File: src/core/prcs_pkg.sv
// package: register map, field layout, reset values and timing counts of the pcs register bank
package prcs_pkg;

    // ****************************************************************
    // register map
    // ****************************************************************
    localparam int unsigned ADDR_W         = 12;
    localparam logic [7:0]  IDX_RX_ERR     = 8'h15;
    localparam logic [7:0]  IDX_PCS_CFG    = 8'h16;
    localparam logic [7:0]  IDX_IRQ_STAT   = 8'h17;
    localparam logic [7:0]  IDX_IRQ_MASK   = 8'h18;
    localparam logic [11:0] ADR_RX_ERR     = {2'h0, IDX_RX_ERR, 2'h0};
    localparam logic [11:0] ADR_PCS_CFG    = {2'h0, IDX_PCS_CFG, 2'h0};
    localparam logic [11:0] ADR_IRQ_STAT   = {2'h0, IDX_IRQ_STAT, 2'h0};
    localparam logic [11:0] ADR_IRQ_MASK   = {2'h0, IDX_IRQ_MASK, 2'h0};

    // ****************************************************************
    // coding sublayer configuration fields
    // ****************************************************************
    localparam int unsigned CFG_TRUE_QUIET = 10;
    localparam int unsigned CFG_FORCE_SD   = 9;
    localparam int unsigned CFG_SD_ALG     = 8;
    localparam int unsigned CFG_DESC_TMO   = 7;
    localparam int unsigned CFG_FORCE_OK   = 5;
    localparam int unsigned CFG_NRZI_BYP   = 2;
    localparam logic [15:0] CFG_WR_MASK    = 16'h07A4;
    localparam logic [15:0] CFG_RESET      = 16'h0100;
    localparam logic [7:0]  TALLY_MAX      = 8'hFF;

    // ****************************************************************
    // interrupt status bits
    // ****************************************************************
    localparam int unsigned IRQ_W          = 3;
    localparam int unsigned IRQ_ERR_COUNT  = 0;
    localparam int unsigned IRQ_ERR_SAT    = 1;
    localparam int unsigned IRQ_LINK_CHG   = 2;

    // ****************************************************************
    // timing
    // ****************************************************************
    localparam int unsigned CLK_PERIOD_NS  = 20;
    localparam int unsigned DESC_SHORT_US  = 722;
    localparam int unsigned DESC_LONG_MS   = 2;
    localparam int unsigned DESC_SHORT_CYC = (DESC_SHORT_US * 1000) / CLK_PERIOD_NS;
    localparam int unsigned DESC_LONG_CYC  = (DESC_LONG_MS * 1000000) / CLK_PERIOD_NS;

    typedef enum logic [0:0] {
        PRCS_LINK_DOWN = 1'b0,
        PRCS_LINK_UP   = 1'b1
    } prcs_link_t;

endpackage

File: src/core/prcs_link_qual.sv
// module: descrambler lock timer and 100 mb/s link qualification
`timescale 1ns/1ps
`default_nettype none
module prcs_link_qual #(
    parameter int unsigned T_SHORT = prcs_pkg::DESC_SHORT_CYC,
    parameter int unsigned T_LONG  = prcs_pkg::DESC_LONG_CYC
) (
    input  wire logic clk_sys,
    input  wire logic rst_n,
    input  wire logic signal_level_valid,
    input  wire logic descr_sync_seen,
    input  wire logic force_signal_detect,
    input  wire logic signal_detect_algorithm,
    input  wire logic descrambler_timeout_select,
    input  wire logic force_good_link,
    output logic      descr_locked,
    output logic      link_ok
);
    localparam int unsigned TW = $clog2(T_LONG + 1);

    typedef struct packed {
        prcs_pkg::prcs_link_t st;
        logic                 locked;
        logic [TW-1:0]        timer;
        logic                 link_ok;
    } prcs_lq_t;

    prcs_lq_t      q;
    prcs_lq_t      n;
    logic          sd;
    logic [TW-1:0] limit;

    // ****************************************************************
    // lock timer and link state
    // ****************************************************************
    always_comb begin
        n     = q;
        sd    = signal_level_valid | force_signal_detect;
        // longer timeout lets jumbo frames pass without losing sync
        limit = descrambler_timeout_select ? TW'(T_LONG - 1) : TW'(T_SHORT - 1);
        if (!sd) begin
            n.locked = 1'b0;
            n.timer  = '0;
        end else if (descr_sync_seen) begin
            n.locked = 1'b1;
            n.timer  = '0;
        end else if (q.locked) begin
            if (q.timer >= limit) begin
                n.locked = 1'b0;
                n.timer  = '0;
            end else begin
                n.timer = q.timer + TW'(1);
            end
        end
        unique case (q.st)
            prcs_pkg::PRCS_LINK_DOWN: begin
                if (sd && q.locked) begin
                    n.st = prcs_pkg::PRCS_LINK_UP;
                end
            end
            prcs_pkg::PRCS_LINK_UP: begin
                if (!sd) begin
                    n.st = prcs_pkg::PRCS_LINK_DOWN;
                end else if (!signal_detect_algorithm && !q.locked) begin
                    n.st = prcs_pkg::PRCS_LINK_DOWN;
                end
            end
        endcase
        n.link_ok = force_good_link | (n.st == prcs_pkg::PRCS_LINK_UP);
    end

    always_ff @(posedge clk_sys) begin
        if (!rst_n) begin
            q <= '0;
        end else begin
            q <= n;
        end
    end

    assign descr_locked = q.locked;
    assign link_ok      = q.link_ok;
endmodule
`default_nettype wire

File: src/core/prcs_top.sv
// module: apb register bank with receive error tally and coding sublayer configuration
`timescale 1ns/1ps
`default_nettype none
module prcs_top #(
    parameter int unsigned DESC_SHORT_CYC = prcs_pkg::DESC_SHORT_CYC,
    parameter int unsigned DESC_LONG_CYC  = prcs_pkg::DESC_LONG_CYC
) (
    input  wire logic                        clk_sys,
    input  wire logic                        rst_n,
    input  wire logic                        psel,
    input  wire logic                        penable,
    input  wire logic                        pwrite,
    input  wire logic [prcs_pkg::ADDR_W-1:0] paddr,
    input  wire logic [31:0]                 pwdata,
    output logic      [31:0]                 prdata,
    output logic                             pready,
    output logic                             pslverr,
    input  wire logic                        carrier_valid,
    input  wire logic                        invalid_symbol,
    input  wire logic                        collision,
    input  wire logic                        signal_level_valid,
    input  wire logic                        descr_sync_seen,
    output logic                             true_quiet_enable,
    output logic                             force_signal_detect,
    output logic                             nrzi_bypass,
    output logic                             descrambler_locked,
    output logic                             link_100_ok,
    output logic                             irq
);
    typedef struct packed {
        logic [15:0]                cfg;
        logic [7:0]                 tally;
        logic                       in_carrier;
        logic                       err_seen;
        logic                       coll_seen;
        logic [prcs_pkg::IRQ_W-1:0] irq_stat;
        logic [prcs_pkg::IRQ_W-1:0] irq_mask;
        logic                       link_prev;
        logic                       pready;
        logic                       pslverr;
        logic [31:0]                prdata;
        logic                       irq;
    } prcs_regs_t;

    prcs_regs_t                 q;
    prcs_regs_t                 n;
    logic                       link_ok;
    logic                       setup;
    logic                       done;
    logic                       hit;
    logic                       rd_err;
    logic                       rd_stat;
    logic                       count_ev;
    logic                       sat_ev;
    logic [7:0]                 tally_base;
    logic [prcs_pkg::IRQ_W-1:0] ev;

    // ****************************************************************
    // link qualification
    // ****************************************************************
    prcs_link_qual #(
        .T_SHORT (DESC_SHORT_CYC),
        .T_LONG  (DESC_LONG_CYC)
    ) u_link_qual (
        .clk_sys                    (clk_sys),
        .rst_n                      (rst_n),
        .signal_level_valid         (signal_level_valid),
        .descr_sync_seen            (descr_sync_seen),
        .force_signal_detect        (q.cfg[prcs_pkg::CFG_FORCE_SD]),
        .signal_detect_algorithm    (q.cfg[prcs_pkg::CFG_SD_ALG]),
        .descrambler_timeout_select (q.cfg[prcs_pkg::CFG_DESC_TMO]),
        .force_good_link            (q.cfg[prcs_pkg::CFG_FORCE_OK]),
        .descr_locked               (descrambler_locked),
        .link_ok                    (link_ok)
    );

    // ****************************************************************
    // next state
    // ****************************************************************
    always_comb begin
        n       = q;
        // one wait state: read data is sampled in the first access cycle, pready follows
        setup   = psel & penable & ~q.pready;
        done    = psel & penable & q.pready;
        hit     = (paddr == prcs_pkg::ADR_RX_ERR) | (paddr == prcs_pkg::ADR_PCS_CFG) |
                  (paddr == prcs_pkg::ADR_IRQ_STAT) | (paddr == prcs_pkg::ADR_IRQ_MASK);
        rd_err  = setup & ~pwrite & (paddr == prcs_pkg::ADR_RX_ERR);
        rd_stat = setup & ~pwrite & (paddr == prcs_pkg::ADR_IRQ_STAT);

        // carrier event tracking: flags restart at each rising carrier
        n.in_carrier = carrier_valid;
        if (carrier_valid) begin
            if (!q.in_carrier) begin
                n.err_seen  = invalid_symbol;
                n.coll_seen = collision;
            end else begin
                n.err_seen  = q.err_seen | invalid_symbol;
                n.coll_seen = q.coll_seen | collision;
            end
        end
        // judged at the end of the event so a late collision still vetoes it
        count_ev = q.in_carrier & ~carrier_valid & q.err_seen & ~q.coll_seen;

        // clear on read and increment may meet; the increment survives
        tally_base = rd_err ? 8'h00 : q.tally;
        sat_ev     = count_ev & (tally_base == (prcs_pkg::TALLY_MAX - 8'h01));
        if (count_ev && tally_base != prcs_pkg::TALLY_MAX) begin
            n.tally = tally_base + 8'h01;
        end else begin
            n.tally = tally_base;
        end

        n.link_prev = link_ok;
        ev = '0;
        ev[prcs_pkg::IRQ_ERR_COUNT] = count_ev;
        ev[prcs_pkg::IRQ_ERR_SAT]   = sat_ev;
        ev[prcs_pkg::IRQ_LINK_CHG]  = link_ok ^ q.link_prev;
        n.irq_stat = (rd_stat ? '0 : q.irq_stat) | ev;

        // writes take effect at the completing edge
        if (done && pwrite && !q.pslverr) begin
            if (paddr == prcs_pkg::ADR_PCS_CFG) begin
                n.cfg = pwdata[15:0] & prcs_pkg::CFG_WR_MASK;
            end
            if (paddr == prcs_pkg::ADR_IRQ_MASK) begin
                n.irq_mask = pwdata[prcs_pkg::IRQ_W-1:0];
            end
        end

        n.pready  = setup;
        n.pslverr = setup & ~hit;
        if (setup) begin
            n.prdata = 32'h0000_0000;
            if (!pwrite) begin
                unique case (paddr)
                    prcs_pkg::ADR_RX_ERR:   n.prdata = {24'h00_0000, q.tally};
                    prcs_pkg::ADR_PCS_CFG:  n.prdata = {16'h0000, q.cfg};
                    prcs_pkg::ADR_IRQ_STAT: n.prdata = {29'h0000_0000, q.irq_stat};
                    prcs_pkg::ADR_IRQ_MASK: n.prdata = {29'h0000_0000, q.irq_mask};
                    default:                n.prdata = 32'h0000_0000;
                endcase
            end
        end
        n.irq = |(n.irq_stat & n.irq_mask);
    end

    // ****************************************************************
    // state register
    // ****************************************************************
    always_ff @(posedge clk_sys) begin
        if (!rst_n) begin
            q     <= '0;
            q.cfg <= prcs_pkg::CFG_RESET;
        end else begin
            q <= n;
        end
    end

    assign prdata              = q.prdata;
    assign pready              = q.pready;
    assign pslverr             = q.pslverr;
    assign true_quiet_enable   = q.cfg[prcs_pkg::CFG_TRUE_QUIET];
    assign force_signal_detect = q.cfg[prcs_pkg::CFG_FORCE_SD];
    assign nrzi_bypass         = q.cfg[prcs_pkg::CFG_NRZI_BYP];
    assign link_100_ok         = link_ok;
    assign irq                 = q.irq;
endmodule
`default_nettype wire

File: config.mk
export PLATFORM = sky130hd
export DESIGN_NAME = prcs_top
export DESIGN_NICKNAME = d
export VERILOG_FILES = /design/src/core/prcs_pkg.sv /design/src/core/prcs_link_qual.sv /design/src/core/prcs_top.sv
export SDC_FILE = /design/constraint.sdc
export NUM_CORES = 1
export LEC_CHECK = 0
export BUFFER_PORTS_ARGS = -buffer_cell sky130_fd_sc_hd__buf_2
export CAP_MARGIN = 20
export CORE_MARGIN = 2
export CORE_UTILIZATION = 45
export CTS_CLUSTER_DIAMETER = 150
export CTS_CLUSTER_SIZE = 24
export DETAILED_ROUTE_END_ITERATION = 10
export PLACE_DENSITY_LB_ADDON = 0.05
export SETUP_SLACK_MARGIN = 0.2
export SYNTH_ARGS = -nofsm -noshare
export SYNTH_HDL_FRONTEND = slang
export SYNTH_SLANG_ARGS = --single-unit
File: constraint.sdc
create_clock -name clk_sys -period 2.5 [get_ports clk_sys]
set_input_delay 0.125 -clock clk_sys [delete_from_list [all_inputs] [get_ports clk_sys]]
set_output_delay 0.125 -clock clk_sys [all_outputs]
set_load 0.01 [all_outputs]
==> key figures <==
Power
  • Comb pwr share: 0.070
  • Total chip power: roughly 0.0019 W
  • Peak supply drop: between 0.0002 and 0.0003 V
  • Power per cell area: 502 nW/µm²
  • LEAKAGE: 1.57 nW
  • Internal power: 0.00144 W
  • Net Switching: 0.000493 W
  • Clock network power share: 0.446
  • Seq pwr share: 0.484
  • Sw Ratio: 0.255

Timing
  • Setup TNS: 0 ps
  • Final setup vio count: 0
  • Time the worst path needs with I/O delays and setup: 2190 ps
  • Fin. max-slew vios: 0
  • RSZ-0062 raised after global routing: no
  • Max_slew headroom: 0.324
  • Final WS setup: approximately 310 ps
  • Hold WS: about 50 ps
  • Final Hold Viols: 0
  • Worst slew pin tran: 1010 ps
  • FMAX: 0.456 GHz
  • Skew final: between 10 and 15 ps
  • Tcrit/Tclk final: 0.876

Worst setup path
  • Worst-path cell chain: inv_1, ha_1, or4_1, a21oi_1, o22ai_1, buf_6, or3b_1, a21oi_1
  • Flop2flop setup slack: between 300 and 400 ps
  • Reg2Reg Capture Point: u_link_qual.q[2]$_SDFFE_PP0P_
  • Worst-path maximum fanout: 13
  • Critical Path RT: about 2800 ps
  • Reg2Reg Depth: 8
  • Crit path DAT: 2460 ps
  • Worst R2R Start: q[60]$_SDFFE_PN0P_
  • Worst path most repeated cell: a21oi_1
  • CP Capture Type: flip-flop
  • CP max stage cell: or4_1
  • Crit Path Category: reg -> reg
  • Worst setup SP type: flip-flop
  • Worst path max stage delay: 460 ps

Floorplan
  • Ports: 94
  • Num rows: 31
  • Die Area: about 8000 µm²
  • Width of the die: 89.7 µm
  • Die Height: 89.7 µm
  • Starting density of the core: 0.461
  • Core Area: about 7200 µm²

Drt
  • DRT Pass-1 Iters: 4
  • Vias/cell: 5.22
  • Final wirelength: 7.46 mm
  • 1st-iter DRT viols: 128
  • Mean routed wirelength per cell: 14.1 µm
  • Vias post-DR: 2,765
  • Drt drc: 0
  • DRT antenna net count: 0

Final layout
  • Leading cell type in the layout, fill and taps excluded: dfxtp_1
  • Share of cells above drive strength 1: 0.241
  • Most frequent cells in the layout: dfxtp_1, buf_2, nor2_1
  • # diodes: 0
  • Core Util, Final: 0.538
  • Area growth, synth to finish: 16.8%
  • Nets: 491

Place
  • Pre-CTS setup slack: 8.10 ps
  • Hpwl dp: roughly 5.3 mm
  • Placer Congestion: approximately 0.85
  • Port Buffer Count: 48

CTS
  • H-tree lvl count: 3
  • Max Root-Sink Buffers: 2
  • CTS Buf Count: 9
  • Clk sinks: 58
  • Clk root buf: clkbuf_8
  • CTS tree: done
  • Reg clk slew, reported paths: 80 ps
  • Clock Latency Late Sink: 350 ps

Global route
  • Vias in the first global route: 2,606
  • Largest net degree at the start of global routing: 36
  • Tot GR Track Use: 0.191
  • Initial antenna violation count: 0
  • Total gr overflow: 0
  • First-pass GRT wire length: approximately 13 mm

Run
  • Max Cap Violations: 0

Logic synthesis
  • Count of different cell masters after synthesis: 60
  • Ys async rst share: 0
  • Prevailing post-synth register cell: dfxtp_1
  • Post-synth EDFFs: 0
  • Ys Warns: 0
  • Syn Area/Cell: 8.77 µm²
  • Yosys reg bits: a little under 60
  • Cells after Synth: ~380
  • Sequential fraction of the synthesis area: 0.351
  • Syn Std Cell Area: 3310 µm²

Status
  • Status: finished, final reports clean

Hold path
  • Hold Path End: q[42]$_SDFFE_PN0P_
  • Hold path start: collision
  • Hold Crit Depth: 3
  • HP Class: in -> reg
## cells in the mapped netlist, types with 9 or more instances
| library cell | number | share of area |
|---|---|---|
| a22o_1 | 11 | 0.029 |
| buf_4 | 32 | 0.073 |
| clkbuf_1 | 13 | 0.015 |
| dfxtp_1 | 58 | 0.35 |
| ha_1 | 11 | 0.042 |
| inv_1 | 9 | 0.010 |
| mux2i_1 | 11 | 0.033 |
| nand2_1 | 25 | 0.028 |
| nand3_1 | 20 | 0.030 |
| nor2_1 | 25 | 0.028 |
| nor2b_1 | 16 | 0.030 |
| nor3_1 | 13 | 0.020 |
## worst max-delay path: cells and delay by family (launching register included)
kind                     cells  cell delay (ps)
AND/OR/NAND/NOR              2              810
flip-flops                   1              350
adder cells (fa/ha/maj)      1              200
buffers and inverters        2              330
AO/OA/AOI/OAI                3              450
## per-stage QoR
step / instance area, µm² / cells
after floorplan: 3390 / 397
after global placement: 3560 / 511
after detailed placement: 3560 / 511
after CTS: 3790 / 528
after global routing: 3860 / 530
final: 3860 / 530
## layout make-up
cell class / instances / area [µm²]
Timing Repair Buffer: 65 / 387
Multi-Input combinational cell: 283 / 1960
Fill cell: 697 / 3310
Clock inverter: 7 / 68.8
Sequential cell: 58 / 1160
Tap cell: 99 / 124
Inverter: 9 / 33.8
Clock buffer: 9 / 124
## timing repair
action,CTS,global route
pin swaps,1,6
endpoints found under the setup margin,18,25
resized for setup,5,10
endpoints found under the hold margin,1,0
setup buffers,0,2
hold buffers,1,0
## logic make-up (layout without fill, tap and decap cells)
kind of cell	count (synthesis)	in the layout	synth area share
buffers and inverters	56	90	0.101
and+or+nand+nor	159	159	0.278
other	1	21	0.00113
muxes	12	12	0.0367
adders and majority gates	11	11	0.0416
AOI/OAI and AO/OA	68	68	0.159
DFF	58	58	0.351
xor gates and xnor gates	12	12	0.0318
## power by group through the flow
stage | Clock, W | Sequential [W] | Combinational (W)
5_1_grt | 0.000927 | 0.000939 | 0.000149
2_1_floorplan | 0 | 0.000959 | 0.0000989
4_1_cts | 0.000885 | 0.000938 | 0.000131
3_3_place_gp | 0 | 0.000959 | 0.000127
3_5_place_dp | 0 | 0.000959 | 0.000128
6_report | 0.000864 | 0.000938 | 0.000135
## worst max-delay path by stage
| stage | from | to | slack (ps) | depth (start not counted) |
|---|---|---|---|---|
| final | q[60]$_SDFFE_PN0P_ | u_link_qual.q[2]$_SDFFE_PP0P_ | 310 | 8 |
| after global routing | pready$_SDFF_PN0_ | q[52]$_SDFF_PN0_ | 180 | 9 |
| after CTS | pready$_SDFF_PN0_ | q[52]$_SDFF_PN0_ | 180 | 9 |
| after detailed placement | q[60]$_SDFFE_PN0P_ | u_link_qual.q[17]$_SDFFE_PP0P_ | 8 | 7 |
| after global placement | q[60]$_SDFFE_PN0P_ | u_link_qual.q[17]$_SDFFE_PP0P_ | 9 | 7 |
| after floorplan | pready$_SDFF_PN0_ | q[50]$_SDFF_PN0_ | 200 | 10 |
## sequential cells by signal, summed over array words and instances (netlist names)
name / count
pslverr: 1
u_link_qual.link_ok: 1
true_quiet_enable: 1
force_signal_detect: 1
nrzi_bypass: 1
irq: 1
u_link_qual.descr_locked: 1
prdata: 11
u_link_qual.q: 18
q: 21
pready: 1
## layer usage
layer | wire, µm | global-route usage | up-vias
met1 | 3500 | 0.245 | 1284
met3 | 304 | 0.0545 | 7
met5 | 0 | 0 | -
met4 | 87 | 0.0628 | 0
li1 | - | - | 1422
met2 | 3570 | 0.311 | 52
(Power assumes the default switching activity.)
